## config.mk

```make
export PLATFORM = sky130hd
export DESIGN_NAME = drp_ctrl
export DESIGN_NICKNAME = d
export VERILOG_FILES = /design/src/pkg/drp_pkg.sv /design/src/hdl/drp_ctrl.sv
export SDC_FILE = /design/constraint.sdc
export NUM_CORES = 1
export LEC_CHECK = 0
export ABC_CLOCK_PERIOD_IN_PS = 2600
export BUFFER_PORTS_ARGS = -buffer_cell sky130_fd_sc_hd__buf_2
export CAP_MARGIN = 30
export CORE_AREA = 2 2 213 215
export DETAILED_ROUTE_END_ITERATION = 6
export DIE_AREA = 0 0 215 217
export GPL_TIMING_DRIVEN = 0
export HOLD_SLACK_MARGIN = 0.12
export RECOVER_POWER = 25
export SYNTH_ARGS = -nofsm -noshare
export SYNTH_HDL_FRONTEND = slang
export SYNTH_SLANG_ARGS = --single-unit
```

## constraint.sdc

```tcl
create_clock -name mclk -period 2.6 [get_ports mclk]
set_input_delay 0 -clock mclk [delete_from_list [all_inputs] [get_ports mclk]]
set_output_delay 0 -clock mclk [all_outputs]
set_load 0.02 [all_outputs]
```

## src/pkg/drp_pkg.sv

```systemverilog
package drp_pkg;
    // ------------------------------------------------------------
    // Register offsets
    // ------------------------------------------------------------
    localparam logic [11:0] OFS_DBG_PWR_CTRL = 12'ha00;
    localparam logic [11:0] OFS_SYS_PWR_CTRL = 12'hb00;
    localparam logic [11:0] OFS_DBG_RST_REQ  = 12'hc10;
    localparam logic [11:0] OFS_DBG_RST_ACK  = 12'hc14;
    localparam logic [11:0] OFS_SYS_RST_REQ  = 12'hc18;
    localparam logic [11:0] OFS_SYS_RST_ACK  = 12'hc1c;
    localparam logic [11:0] OFS_CLAIM_SET    = 12'hfa0;
    localparam logic [11:0] OFS_CLAIM_CLR    = 12'hfa4;
    localparam logic [11:0] OFS_AUTH_STATUS  = 12'hfb8;
    localparam logic [11:0] OFS_COMP_ID0     = 12'hff0;
    localparam logic [11:0] OFS_COMP_ID1     = 12'hff4;
    localparam logic [11:0] OFS_COMP_ID2     = 12'hff8;
    localparam logic [11:0] OFS_COMP_ID3     = 12'hffc;
    // ------------------------------------------------------------
    // Field positions and fixed values
    // ------------------------------------------------------------
    localparam int          POS_PWR_PRESENT  = 0;
    localparam int          POS_PWR_REQ      = 1;
    localparam int          POS_RST_REQ      = 0;
    localparam logic [7:0]  COMP_ID0_VAL     = 8'h0d;
    localparam logic [7:0]  COMP_ID1_VAL     = 8'h90;
    localparam logic [7:0]  COMP_ID2_VAL     = 8'h05;
    localparam logic [7:0]  COMP_ID3_VAL     = 8'hb1;
    localparam logic [1:0]  AUTH_ENABLED     = 2'b11;
    localparam logic [1:0]  AUTH_DISABLED    = 2'b10;
    localparam logic [1:0]  AUTH_UNSUPP      = 2'b00;
    localparam logic [1:0]  RESP_OKAY        = 2'b00;
    localparam logic [1:0]  RESP_SLVERR      = 2'b10;
    localparam logic [31:0] RST_VAL_ZERO     = 32'h0000_0000;
    // ------------------------------------------------------------
    // Carriers
    // ------------------------------------------------------------
    typedef struct packed {
        logic invasive_enable;
        logic noninvasive_enable;
        logic secure_invasive_enable;
        logic secure_noninvasive_enable;
    } drp_auth_s;
endpackage

```

## src/hdl/drp_ctrl.sv

```systemverilog
// The AXI4-Lite interface to the registers was left to the implementer.
`timescale 1ns/1ps
// Functional notes
// Debugger powers a component's valid power domain before accessing it.
// Debugger withdraws power request when unused or state save protects it.
// System power request to domain mapping is fixed and not reported.
// Debug reset request and acknowledge registers cover up to 32 domains.
// System reset request and acknowledge registers cover up to 32 domains.
// Debugger follows every debug reset handshake step in order.
// System held in reset while system reset request bit is one.
// Debug logic reset during system reset is released immediately after.
// Clearing the request bit by any reset releases the system reset.
// Debugger follows every system reset handshake step in order.
// Power requests ignored while all debug functions are disabled.
// With security split, reset requests need secure invasive debug enabled.
// Without security split, reset requests need invasive debug enabled.
// Without security split, secure and non-secure status fields match.
// Secure non-invasive status field in bits 7:6, upper bits zero.
// Secure invasive status field in bits 5:4.
// Non-secure non-invasive status field in bits 3:2.
// Non-secure invasive status field in bits 1:0.
// Four identification words return fixed bytes 0d, 90, 05, b1.
// Claim tag registers read zero and ignore writes.
// Up to 32 debug power domains each with a control register.
// Bit 1 is the power request, bits 31:2 read zero.
// Writing one requests power, writing zero withdraws it.
// Bit 0 is a fixed present flag; absent domains ignore requests.
// Aligned word accesses; reserved offsets and bits read zero.
module drp_ctrl #(
    parameter int          N_DBG_PWR      = 32,
    parameter int          N_SYS_PWR      = 32,
    parameter int          N_DBG_RST      = 32,
    parameter int          N_SYS_RST      = 32,
    parameter logic [31:0] DBG_PWR_PRESENT = 32'hffff_ffff,
    parameter logic [31:0] SYS_PWR_PRESENT = 32'hffff_ffff,
    parameter bit          SECURE_SPLIT   = 1'b1
) (
    input  wire logic                mclk,
    input  wire logic                rst,
    input  wire logic [11:0]         s_awaddr,
    input  wire logic                s_awvalid,
    output logic                     s_awready,
    input  wire logic [31:0]         s_wdata,
    input  wire logic [3:0]          s_wstrb,
    input  wire logic                s_wvalid,
    output logic                     s_wready,
    output logic [1:0]               s_bresp,
    output logic                     s_bvalid,
    input  wire logic                s_bready,
    input  wire logic [11:0]         s_araddr,
    input  wire logic                s_arvalid,
    output logic                     s_arready,
    output logic [31:0]              s_rdata,
    output logic [1:0]               s_rresp,
    output logic                     s_rvalid,
    input  wire logic                s_rready,
    input  wire drp_pkg::drp_auth_s  auth_pins,
    input  wire logic [31:0]         dbg_rst_done,
    input  wire logic [31:0]         sys_rst_done,
    output logic [31:0]              dbg_pwr_req,
    output logic [31:0]              sys_pwr_req,
    output logic [31:0]              dbg_rst_req,
    output logic [31:0]              sys_rst_hold
);
    import drp_pkg::*;

    // ------------------------------------------------------------
    // Input synchronisers
    // ------------------------------------------------------------
    drp_auth_s   auth_m;
    drp_auth_s   auth;
    logic [31:0] dack_m;
    logic [31:0] dack;
    logic [31:0] sack_m;
    logic [31:0] sack;

    always_ff @(posedge mclk) begin
        if (rst) begin
            auth_m <= '0;
            auth   <= '0;
            dack_m <= RST_VAL_ZERO;
            dack   <= RST_VAL_ZERO;
            sack_m <= RST_VAL_ZERO;
            sack   <= RST_VAL_ZERO;
        end else begin
            auth_m <= auth_pins;
            auth   <= auth_m;
            dack_m <= dbg_rst_done;
            dack   <= dack_m;
            sack_m <= sys_rst_done;
            sack   <= sack_m;
        end
    end

    // ------------------------------------------------------------
    // Authentication
    // ------------------------------------------------------------
    logic        any_debug_en;
    logic        rst_allowed;
    logic [31:0] auth_word;
    logic        secure_noninvasive_status_on;
    logic        sid_on;
    logic        nonsecure_noninvasive_status_on;
    logic        nonsecure_invasive_status_on;

    assign nonsecure_invasive_status_on  = auth.invasive_enable;
    assign nonsecure_noninvasive_status_on = auth.noninvasive_enable | auth.invasive_enable;
    // Without a split both secure fields mirror the non-secure ones
    assign secure_noninvasive_status_on  = SECURE_SPLIT ? ((auth.secure_invasive_enable
                      | auth.secure_noninvasive_enable) & nonsecure_noninvasive_status_on) : nonsecure_noninvasive_status_on;
    assign sid_on   = SECURE_SPLIT ? (auth.secure_invasive_enable
                      & auth.invasive_enable) : nonsecure_invasive_status_on;
    assign auth_word = {24'h00_0000,
                        secure_noninvasive_status_on ? AUTH_ENABLED : AUTH_DISABLED,
                        sid_on ? AUTH_ENABLED : AUTH_DISABLED,
                        nonsecure_noninvasive_status_on ? AUTH_ENABLED : AUTH_DISABLED,
                        nonsecure_invasive_status_on ? AUTH_ENABLED : AUTH_DISABLED};
    assign any_debug_en = secure_noninvasive_status_on | nonsecure_noninvasive_status_on;
    assign rst_allowed  = SECURE_SPLIT ? sid_on : nonsecure_invasive_status_on;

    // ------------------------------------------------------------
    // Write channel
    // ------------------------------------------------------------
    logic        aw_held;
    logic [11:0] aw_addr;
    logic        w_held;
    logic [31:0] w_data;
    logic [3:0]  w_strb;
    logic        wr_go;

    assign wr_go = aw_held & w_held & ~s_bvalid;

    always_ff @(posedge mclk) begin
        if (rst) begin
            aw_held   <= 1'b0;
            aw_addr   <= 12'h000;
            s_awready <= 1'b0;
        end else begin
            s_awready <= ~aw_held & ~(s_awvalid & s_awready);
            if (s_awvalid & s_awready) begin
                aw_held <= 1'b1;
                aw_addr <= s_awaddr;
            end else if (wr_go) begin
                aw_held <= 1'b0;
            end
        end
    end

    always_ff @(posedge mclk) begin
        if (rst) begin
            w_held   <= 1'b0;
            w_data   <= RST_VAL_ZERO;
            w_strb   <= 4'h0;
            s_wready <= 1'b0;
        end else begin
            s_wready <= ~w_held & ~(s_wvalid & s_wready);
            if (s_wvalid & s_wready) begin
                w_held <= 1'b1;
                w_data <= s_wdata;
                w_strb <= s_wstrb;
            end else if (wr_go) begin
                w_held <= 1'b0;
            end
        end
    end

    always_ff @(posedge mclk) begin
        if (rst) begin
            s_bvalid <= 1'b0;
            s_bresp  <= RESP_OKAY;
        end else if (wr_go) begin
            s_bvalid <= 1'b1;
            s_bresp  <= RESP_OKAY;
        end else if (s_bready) begin
            s_bvalid <= 1'b0;
        end
    end

    // ------------------------------------------------------------
    // Control registers
    // ------------------------------------------------------------
    logic        wr_full;
    logic [4:0]  wr_idx;
    logic        hit_dpc;
    logic        hit_spc;

    assign wr_full = wr_go & (w_strb[0] == 1'b1) & (aw_addr[1:0] == 2'b00);
    assign wr_idx  = aw_addr[6:2];
    assign hit_dpc = aw_addr[11:7] == OFS_DBG_PWR_CTRL[11:7];
    assign hit_spc = aw_addr[11:7] == OFS_SYS_PWR_CTRL[11:7];

    genvar g;
    generate
        for (g = 0; g < 32; g++) begin : g_dom
            always_ff @(posedge mclk) begin
                if (rst) begin
                    dbg_pwr_req[g] <= 1'b0;
                end else if (g >= N_DBG_PWR || !DBG_PWR_PRESENT[g]) begin
                    dbg_pwr_req[g] <= 1'b0;
                end else if (wr_full && hit_dpc && wr_idx == 5'(g) && any_debug_en) begin
                    dbg_pwr_req[g] <= w_data[POS_PWR_REQ];
                end
            end
            always_ff @(posedge mclk) begin
                if (rst) begin
                    sys_pwr_req[g] <= 1'b0;
                end else if (g >= N_SYS_PWR || !SYS_PWR_PRESENT[g]) begin
                    sys_pwr_req[g] <= 1'b0;
                end else if (wr_full && hit_spc && wr_idx == 5'(g) && any_debug_en) begin
                    sys_pwr_req[g] <= w_data[POS_PWR_REQ];
                end
            end
        end
    endgenerate

    logic [31:0] dbg_mask;
    logic [31:0] sys_mask;
    assign dbg_mask = (N_DBG_RST >= 32) ? 32'hffff_ffff : 32'((64'h1 << N_DBG_RST) - 64'h1);
    assign sys_mask = (N_SYS_RST >= 32) ? 32'hffff_ffff : 32'((64'h1 << N_SYS_RST) - 64'h1);

    // Requests hold until software writes zero; a reset clears them
    always_ff @(posedge mclk) begin
        if (rst) begin
            dbg_rst_req <= RST_VAL_ZERO;
        end else if (wr_full && aw_addr == OFS_DBG_RST_REQ && rst_allowed) begin
            dbg_rst_req <= w_data & dbg_mask;
        end
    end

    // The hold output is the request bit itself, so clearing it releases
    always_ff @(posedge mclk) begin
        if (rst) begin
            sys_rst_hold <= RST_VAL_ZERO;
        end else if (wr_full && aw_addr == OFS_SYS_RST_REQ && rst_allowed) begin
            sys_rst_hold <= w_data & sys_mask;
        end
    end
    // Debug logic in this block never enters reset from a system reset request

    // ------------------------------------------------------------
    // Read channel
    // ------------------------------------------------------------
    logic [31:0] next_rdata;
    logic [4:0]  rd_idx;

    assign rd_idx = s_araddr[6:2];

    always_comb begin
        next_rdata = RST_VAL_ZERO;
        if (s_araddr[11:7] == OFS_DBG_PWR_CTRL[11:7]) begin
            next_rdata[POS_PWR_PRESENT] = (32'(rd_idx) < N_DBG_PWR) & DBG_PWR_PRESENT[rd_idx];
            next_rdata[POS_PWR_REQ]     = dbg_pwr_req[rd_idx];
        end else if (s_araddr[11:7] == OFS_SYS_PWR_CTRL[11:7]) begin
            next_rdata[POS_PWR_PRESENT] = (32'(rd_idx) < N_SYS_PWR) & SYS_PWR_PRESENT[rd_idx];
            next_rdata[POS_PWR_REQ]     = sys_pwr_req[rd_idx];
        end else begin
            unique case (s_araddr)
                OFS_DBG_RST_REQ: next_rdata = dbg_rst_req;
                OFS_DBG_RST_ACK: next_rdata = dack & dbg_mask;
                OFS_SYS_RST_REQ: next_rdata = sys_rst_hold;
                OFS_SYS_RST_ACK: next_rdata = sack & sys_mask;
                OFS_CLAIM_SET:   next_rdata = RST_VAL_ZERO;
                OFS_CLAIM_CLR:   next_rdata = RST_VAL_ZERO;
                OFS_AUTH_STATUS: next_rdata = auth_word;
                OFS_COMP_ID0:    next_rdata = {24'h00_0000, COMP_ID0_VAL};
                OFS_COMP_ID1:    next_rdata = {24'h00_0000, COMP_ID1_VAL};
                OFS_COMP_ID2:    next_rdata = {24'h00_0000, COMP_ID2_VAL};
                OFS_COMP_ID3:    next_rdata = {24'h00_0000, COMP_ID3_VAL};
                default:         next_rdata = RST_VAL_ZERO;
            endcase
        end
    end

    always_ff @(posedge mclk) begin
        if (rst) begin
            s_arready <= 1'b0;
            s_rvalid  <= 1'b0;
            s_rdata   <= RST_VAL_ZERO;
            s_rresp   <= RESP_OKAY;
        end else begin
            s_arready <= ~s_rvalid & ~(s_arvalid & s_arready);
            if (s_arvalid & s_arready) begin
                s_rvalid <= 1'b1;
                s_rdata  <= next_rdata;
                s_rresp  <= RESP_OKAY;
            end else if (s_rready) begin
                s_rvalid <= 1'b0;
            end
        end
    end

    // ------------------------------------------------------------
    // Checks
    // ------------------------------------------------------------
    a_auth_fields: assert property (@(posedge mclk) disable iff (rst)
        auth_word[31:8] == 24'h0 && auth_word[1] && auth_word[3] && auth_word[5] && auth_word[7])
        else $error("status fields malformed");
    a_nonsecure_invasive_status_follow: assert property (@(posedge mclk) disable iff (rst)
        auth_word[0] == auth.invasive_enable) else $error("nonsecure_invasive_status wrong");
    a_nonsecure_noninvasive_status_follow: assert property (@(posedge mclk) disable iff (rst)
        auth_word[2] == (auth.invasive_enable | auth.noninvasive_enable))
        else $error("nonsecure_noninvasive_status wrong");
    a_sid_follow: assert property (@(posedge mclk) disable iff (rst)
        SECURE_SPLIT |-> auth_word[4] == (auth.invasive_enable & auth.secure_invasive_enable))
        else $error("sid wrong");
    a_split_mirror: assert property (@(posedge mclk) disable iff (rst)
        !SECURE_SPLIT |-> auth_word[7:6] == auth_word[3:2] && auth_word[5:4] == auth_word[1:0])
        else $error("fields differ");
    a_rst_gated: assert property (@(posedge mclk) disable iff (rst)
        !rst_allowed |=> $stable(sys_rst_hold) && $stable(dbg_rst_req))
        else $error("reset request taken while disabled");
    a_pwr_gated: assert property (@(posedge mclk) disable iff (rst)
        !any_debug_en && !$past(rst) |=> $stable(dbg_pwr_req))
        else $error("power request taken while disabled");
    a_pwr_write: assert property (@(posedge mclk) disable iff (rst)
        wr_full && hit_dpc && wr_idx == 5'd0 && any_debug_en && DBG_PWR_PRESENT[0]
        |=> dbg_pwr_req[0] == $past(w_data[1])) else $error("power write lost");
    a_sys_hold: assert property (@(posedge mclk) disable iff (rst)
        wr_full && aw_addr == OFS_SYS_RST_REQ && rst_allowed && w_data[0]
        |=> sys_rst_hold[0] [*2]) else $error("system not held");
    a_id_read: assert property (@(posedge mclk) disable iff (rst)
        s_arvalid && s_arready && s_araddr == OFS_COMP_ID3 |=> s_rdata == 32'h0000_00b1)
        else $error("id read wrong");
    a_claim_zero: assert property (@(posedge mclk) disable iff (rst)
        s_arvalid && s_arready && s_araddr == OFS_CLAIM_SET |=> s_rdata == 32'h0)
        else $error("claim nonzero");
    a_b_after: assert property (@(posedge mclk) disable iff (rst)
        wr_go |=> s_bvalid) else $error("no write response");

    // ------------------------------------------------------------
    // Register and bus checks
    // ------------------------------------------------------------
    // Reset must beat any request write landing in the same cycle
    a_hold_release: assert property (@(posedge mclk)
        rst |=> sys_rst_hold == RST_VAL_ZERO && dbg_rst_req == RST_VAL_ZERO)
        else $error("requests survive reset");
    a_dbg_rst_write: assert property (@(posedge mclk) disable iff (rst)
        wr_full && aw_addr == OFS_DBG_RST_REQ && rst_allowed
        |=> dbg_rst_req == ($past(w_data) & dbg_mask))
        else $error("debug reset request lost");
    a_sys_rst_write: assert property (@(posedge mclk) disable iff (rst)
        wr_full && aw_addr == OFS_SYS_RST_REQ && rst_allowed
        |=> sys_rst_hold == ($past(w_data) & sys_mask))
        else $error("system reset request lost");
    a_sys_pwr_write: assert property (@(posedge mclk) disable iff (rst)
        wr_full && hit_spc && wr_idx == 5'd31 && any_debug_en && SYS_PWR_PRESENT[31]
        |=> sys_pwr_req[31] == $past(w_data[1]))
        else $error("system power write lost");
    a_absent_domain: assert property (@(posedge mclk) disable iff (rst)
        (dbg_pwr_req & ~DBG_PWR_PRESENT) == RST_VAL_ZERO
        && (sys_pwr_req & ~SYS_PWR_PRESENT) == RST_VAL_ZERO)
        else $error("absent domain requested");
    a_sys_pwr_gated: assert property (@(posedge mclk) disable iff (rst)
        !any_debug_en && !$past(rst) |=> $stable(sys_pwr_req))
        else $error("system power taken while disabled");
    a_read_resp: assert property (@(posedge mclk) disable iff (rst)
        s_rvalid |-> s_rresp == RESP_OKAY)
        else $error("read response not okay");
    a_write_resp: assert property (@(posedge mclk) disable iff (rst)
        s_bvalid |-> s_bresp == RESP_OKAY)
        else $error("write response not okay");
    a_r_after: assert property (@(posedge mclk) disable iff (rst)
        s_arvalid && s_arready |=> s_rvalid)
        else $error("no read response");
    a_id0_read: assert property (@(posedge mclk) disable iff (rst)
        s_arvalid && s_arready && s_araddr == OFS_COMP_ID0 |=> s_rdata == 32'h0000_000d)
        else $error("first id read wrong");
    a_claim_clr: assert property (@(posedge mclk) disable iff (rst)
        s_arvalid && s_arready && s_araddr == OFS_CLAIM_CLR |=> s_rdata == 32'h0)
        else $error("claim clear nonzero");
    a_auth_read: assert property (@(posedge mclk) disable iff (rst)
        s_arvalid && s_arready && s_araddr == OFS_AUTH_STATUS |=> s_rdata[31:8] == 24'h0)
        else $error("status upper bits set");
    a_pwr_read_hi: assert property (@(posedge mclk) disable iff (rst)
        s_arvalid && s_arready && s_araddr[11:7] == OFS_DBG_PWR_CTRL[11:7]
        |=> s_rdata[31:2] == 30'h0)
        else $error("power control upper bits set");
endmodule

```

==> out/metrics.csv, run 1 <==
metric,value,unit
Top Metal Used,met5,
GPL Wtd Cong,0.8394,
routed wl met2,22770,um
element type at the critical path start,flop,
top_reg_cell synth,dfxtp_1,
clock slew at reported path FFs,60,ps
fin area,18100,um^2
maximum buffer depth of the clock tree,3,
DP Area,15350,um^2
clk_lat worst skew,570,ps
"commonest non-fill, non-tap cell in the layout",dfxtp_1,
P&R area growth vs syn,37.90,%
Nets,2029,
First-pass DRT Iterations,7,
met3 wire length,3401,um
most frequent cells in the layout,"348 x dfxtp_1, 225 x buf_2, 183 x nor2_1, 163 x nand2_1, 160 x clkbuf_1",
H-tree levels,2,
kind of critical path,flop to flop,
Worst EP arrival,2900,ps
period utilisation layout,0.9585,
RSZ-0062 raised after global routing,no,
Synth top area share,0.5307,
PortBufs,292,
number of buffers created by CTS,39,
skew final,24.13,ps
# fillers,4490,
count of max-cap constraint violations,0,
routed vias,12080,
#FFs+latches synth,348,
Met1 Wirelength,21390,um
"slowest stage delay, CP",590,ps
CP Capture Type,flop,
final hold vios,0,
Initial DRC Count,829,
required time worst endpoint,3010,ps
total negative setup slack,0,ps
multi-input gate area in the final layout,5694,um^2
status,completed,
Synth Instances,1409,
number of global-route vias before repair,11730,
Die Width,215,um
synthesized area per cell,9.317,um^2
initial antenna violation count,8,
min Tclk post-route,2492,ps
pwr dens,659.1,nW/um^2
first-pass GRT wire length,72230,um
total core area,44700,um^2
CTS tree,done,
fraction of layout cells with a size suffix above 1,0.1826,
Peak VDD IR,0.4580,mV
largest net degree at the start of global routing,14,
Leakage,6.833,nW
"Seq/Total Area, Yosys",0.5307,
Initial Util,0.2937,
worst path cell trace,or4b_4 -> nor3_1 -> nand3_1 -> nor2_2 -> buf_4 -> mux2i_1 -> nor2_1,
io pins,304,
Via density,4.780,
count of cell types in the netlist,52,
all-layer global routing usage,0.2046,
"Cell Area, Synth",13130,um^2
Reg area,6967,um^2
crit path max fanout,10,
Detail Route Antenna Nets,0,
CTS root buf,clkbuf_16,
slew margin rel.,0.4060,
final slew viol count,0,
# clock sinks,348,
crit path max-delay cell type,or4b_4,
Routed WL,49120,um
fmax,401.3,MHz
Yosys top cell by area,dfxtp_1,
# DRC,0,
Worst Hold Class,input port to flop,
# setup viols final,0,
Post-synth EDFFs,0,
worst slew pin tran,884.3,ps
Final WS setup,108.0,ps
ys async rst share,0,
post-DP HPWL,35200,um
GRT Residual Overflow,0,
die area,46660,um^2
Chip Height,217,um
synth warn,0,
row cnt,78,
wire per inst,19.43,um
pre-CTS setup slack,-75.53,ps
cells taking the most area after synthesis,"dfxtp_1 53%, nor2b_1 6.9%, mux2i_1 6.8%, a21oi_1 5.6%, nor2_1 5.3%",
## cells in the mapped netlist (5+ instances only)
cell type / instances
a21oi_1: 146
a22oi_1: 50
and2_1: 6
buf_2: 10
buf_4: 13
clkbuf_1: 76
dfxtp_1: 348
inv_1: 5
mux2_2: 9
mux2i_1: 89
mux4_2: 16
nand2_1: 163
nand2b_1: 9
nand3_1: 15
nor2_1: 185
nor2b_1: 144
nor3_1: 12
nor4_4: 5
o21ai_0: 52
## report_power, final
| group | internal, W | switching, W |
|---|---|---|
| logic | 0.000358 | 0.000453 |
| clock network | 0.00333 | 0.00226 |
| registers | 0.00547 | 0.0000579 |
## state kept, by name, indices dropped and copies added (netlist names)
signal	flops
s_wready	1
s_rdata	32
w_data	32
sys_rst_hold	32
auth_m	4
sack_m	32
dbg_rst_req	32
s_rvalid	1
aw_held	1
dack_m	32
sack	32
s_awready	1
s_bvalid	1
s_arready	1
nonsecure_invasive_status_on	1
w_held	1
w_strb	1
dack	32
auth	3
aw_addr	12
dbg_pwr_req	32
sys_pwr_req	32
## worst max-delay path: cells and delay by family (launching register included)
kind,cells,cell delay [ps]
and+or+nand+nor,5,1480
buffers and inverters,1,340
DFF,1,310
muxes,1,230
## repair_timing
action | in CTS | in global routing
endpoints found under the setup margin | 40 | 27
gates resized for setup | 2 | 2
buffers inserted | 0 | 7
hold buffers | 142 | 0
hold endpoints to repair | 121 | 0
pin swaps | 0 | 4
## metal layers
layer	global-route usage	vias to the layer above
met1	0.2662	5766
met2	0.3400	482
met3	0.03997	97
met5	0	-
met4	0.06989	4
li1	-	5735
## stage by stage
step | std cells | total power, W | utilization | hold WS [ps]
after global placement | 2304 | 0.006281 | 0.3434 | 207.8
after floorplan | 1412 | 0.005980 | - | 128.2
after CTS | 2515 | 0.01206 | 0.4048 | 132.2
after detailed placement | 2304 | 0.006291 | 0.3434 | 211.6
after global routing | 2525 | 0.01234 | 0.4049 | 170.6
final | 2528 | 0.01193 | 0.4050 | 175.5
## cells by family after synthesis
group,Yosys count,synth area share
XOR/XNOR,2,0.001335
AO/OA/AOI/OAI,273,0.1194
AND/OR/NAND/NOR,561,0.2074
flip-flops,348,0.5307
other,1,0.0002857
multiplexers,114,0.1030
buffers and inverters,110,0.03784
## final timing paths
| path | start | to | slack (ps) | cells past startpoint |
|---|---|---|---|---|
| worst min-delay path | dbg_rst_done[21] | dack_m[21]$_SDFF_PP0_ | 180 | 3 |
| worst min register to register | dack_m[23]$_SDFF_PP0_ | dack[23]$_SDFF_PP0_ | 430 | 1 |
| worst max-delay path | aw_addr[0]$_SDFFE_PP0P_ | sys_rst_hold[26]$_SDFFE_PP0P_ | 110 | 7 |
| worst max register to register | aw_addr[0]$_SDFFE_PP0P_ | sys_rst_hold[26]$_SDFFE_PP0P_ | 110 | 7 |
## area by class of cell
type | instances | share of cell area
tap | 600 | 0.04147
antenna | 6 | 0.0008294
timing repair buffer | 441 | 0.1582
clock buffer | 58 | 0.06448
sequential | 348 | 0.3848
clock inverter | 11 | 0.008224
inverter | 5 | 0.001037
buffer | 105 | 0.02640
multi-input combinational | 954 | 0.3145
(Power assumes the default switching activity.)
==> run 2: changes to the inputs <==
CORE_AREA = 2 2 274 168   (was 2 2 213 215)
DIE_AREA = 0 0 276 170   (was 0 0 215 217)
SKIP_CTS_REPAIR_TIMING = 1   (was default)
==> run 2 against run 1 <==
Net effect: the run now ends with DRC left; global-route usage fell by 0.65 points; via count shrank 0.13%; highest routed layer is now met4; critical path depth is 1 lower; combinational power fell by 1%; non-clock buffer count is 22 lower; sequential share of layout area up 0.76 points; worst setup slack gained 7.5 ps.
==> out/metrics.csv, run 2 (synthesis gave the netlist of run 1 again) <==
metric,value,unit,change
placed cells,2293,,was 2304
min Tclk post-route,2485,ps,was 2492 ps
post-DP HPWL,36910,um,was 35200 um
overall power,0.01177,W,was 0.01193 W
final slew viol count,0,,unchanged
post-route insts no fill,2485,,was 2528
maximum buffer depth of the clock tree,3,,unchanged
number of buffers created by CTS,36,,was 39
initial antenna violation count,4,,was 8
# clock sinks,348,,unchanged
clock slew at reported path FFs,60,ps,about the same
routed vias,12070,,was 12080
Worst EP arrival,2870,ps,was 2900 ps
First-pass DRT Iterations,7,,unchanged
total core area,44290,um^2,was 44700 um^2
first-pass GRT wire length,69350,um,was 72230 um
CTS tree,done,,unchanged
number of global-route vias before repair,10770,,was 11730
CP Capture Type,flop,,unchanged
wire per inst,20.03,um,was 19.43 um
# setup viols final,0,,unchanged
Initial DRC Count,912,,was 829
row cnt,60,,was 78
worst reg2reg endpoint,dbg_pwr_req[1]$_SDFFE_PP0P_,,was sys_rst_hold[26]$_SDFFE_PP0P_
element type at the critical path start,flop,,unchanged
Initial Util,0.2964,,was 0.2937
RSZ-0062 raised after global routing,no,,unchanged
post-layout util,0.4008,,was 0.4050
RR Startpoint,aw_addr[0]$_SDFFE_PP0P_,,unchanged
count of max-cap constraint violations,0,,unchanged
DP Area,15340,um^2,was 15350 um^2
period utilisation layout,0.9556,,was 0.9585
Peak VDD IR,0.3868,mV,was 0.4580 mV
Routed WL,49770,um,was 49120 um
die area,46920,um^2,was 46660 um^2
crit path max fanout,8,,was 10
GPL Wtd Cong,0.8753,,was 0.8394
clk_lat worst skew,530,ps,was 570 ps
P&R area growth vs syn,35.25,%,was 37.90%
largest net degree at the start of global routing,15,,was 14
fin area,17750,um^2,was 18100 um^2
worst slew pin tran,960.3,ps,was 884.3 ps
# DRC,20,,was 0
required time worst endpoint,2990,ps,was 3010 ps
Worst Hold Class,input port to flop,,unchanged
GRT Residual Overflow,0,,unchanged
PortBufs,292,,unchanged
Chip Height,170,um,was 217 um
CTS root buf,clkbuf_16,,unchanged
slew margin rel.,0.3550,,was 0.4060
most frequent cells in the layout,"348 x dfxtp_1, 224 x buf_2, 183 x nor2_1, 163 x nand2_1, 160 x clkbuf_1",,"was 348 x dfxtp_1, 225 x buf_2, 183 x nor2_1, 163 x nand2_1, 160 x clkbuf_1"
H-tree levels,2,,unchanged
io pins,304,,unchanged
all-layer global routing usage,0.1981,,was 0.2046
Die Width,276,um,was 215 um
Leakage,6.638,nW,was 6.833 nW
kind of critical path,flop to flop,,unchanged
Via density,4.856,,was 4.780
worst reg2reg setup slack,120,ps,was 110 ps
reg2reg path depth,6,,was 7
"commonest non-fill, non-tap cell in the layout",dfxtp_1,,unchanged
Detail Route Antenna Nets,0,,unchanged
violated checks,DRC,,
CP Launch Point,aw_addr[0]$_SDFFE_PP0P_,,unchanged
fraction of layout cells with a size suffix above 1,0.1775,,was 0.1826
pwr dens,663.1,nW/um^2,was 659.1 nW/um^2
skew final,16.87,ps,was 24.13 ps
fmax,402.5,MHz,was 401.3 MHz
Hold WS,71.40,ps,was 175.5 ps
status,"complete, but fails checks",,was completed
Nets,2004,,was 2029
final hold vios,0,,unchanged
Critical Path End,dbg_pwr_req[1]$_SDFFE_PP0P_,,was sys_rst_hold[26]$_SDFFE_PP0P_
[run 2: final cells by class]
type | count | area [um^2]
Buffer | 105 | 478.0
Clock buffer | 49 | 1031
Tap cell | 589 | 737.0
Timing Repair Buffer | 419 | 2635
Fill cell | 4488 | 26540
Inverter | 5 | 18.77
Antenna cell | 3 | 7.507
Clock inverter | 13 | 200.2
Multi-Input combinational cell | 954 | 5680
Sequential cell | 348 | 6967
[run 2: through the flow]
step	setup TNS [ps]	worst slack, ps
after floorplan	0	556.9
after CTS	-82.96	-25.87
final	0	115.5
after global placement	-696.2	-128.5
after global routing	0	26.71
after detailed placement	-902.6	-114.9
[run 2: layer usage]
layer  wire [um]  track usage  vias to the layer above  share of wire
met5           0            0                        -              0
met4        1341      0.06510                        0          0.027
met3        3408      0.04146                       77          0.068
met2       22230       0.3048                      463           0.45
met1       22790       0.2766                     5842           0.46
li1            -            -                     5686              -
[run 2: where the power goes]
group          switching, W  leakage [nW]  internal [W]
Clock               0.00216         0.606       0.00328
Sequential        0.0000613          2.84       0.00547
Combinational      0.000455          3.19      0.000345
[run 2: worst min-delay path by stage]
| stage | from | to | cells past startpoint | slack [ps] |
|---|---|---|---|---|
| 5_1_grt | s_araddr[6] | s_rdata[1]$_SDFFE_PP0P_ | 5 | 120 |
| 2_1_floorplan | auth_pins[0] | auth_m[0]$_SDFF_PP0_ | 1 | 130 |
| 4_1_cts | auth_pins[1] | auth_m[1]$_SDFF_PP0_ | 2 | -360 |
| 3_3_place_gp | dbg_rst_done[30] | dack_m[30]$_SDFF_PP0_ | 2 | 210 |
| 3_5_place_dp | dbg_rst_done[5] | dack_m[5]$_SDFF_PP0_ | 2 | 210 |
| 6_report | s_wvalid | w_data[31]$_SDFFE_PP0P_ | 4 | 70 |
[run 2: worst max-delay path: stages, from the launching register on]
cell and delay (ps):
dfxtp_1 310, or4b_4 590, nor4_4 510, nand3_1 380, nor3_1 290, mux2i_1 220
nor2_1 50
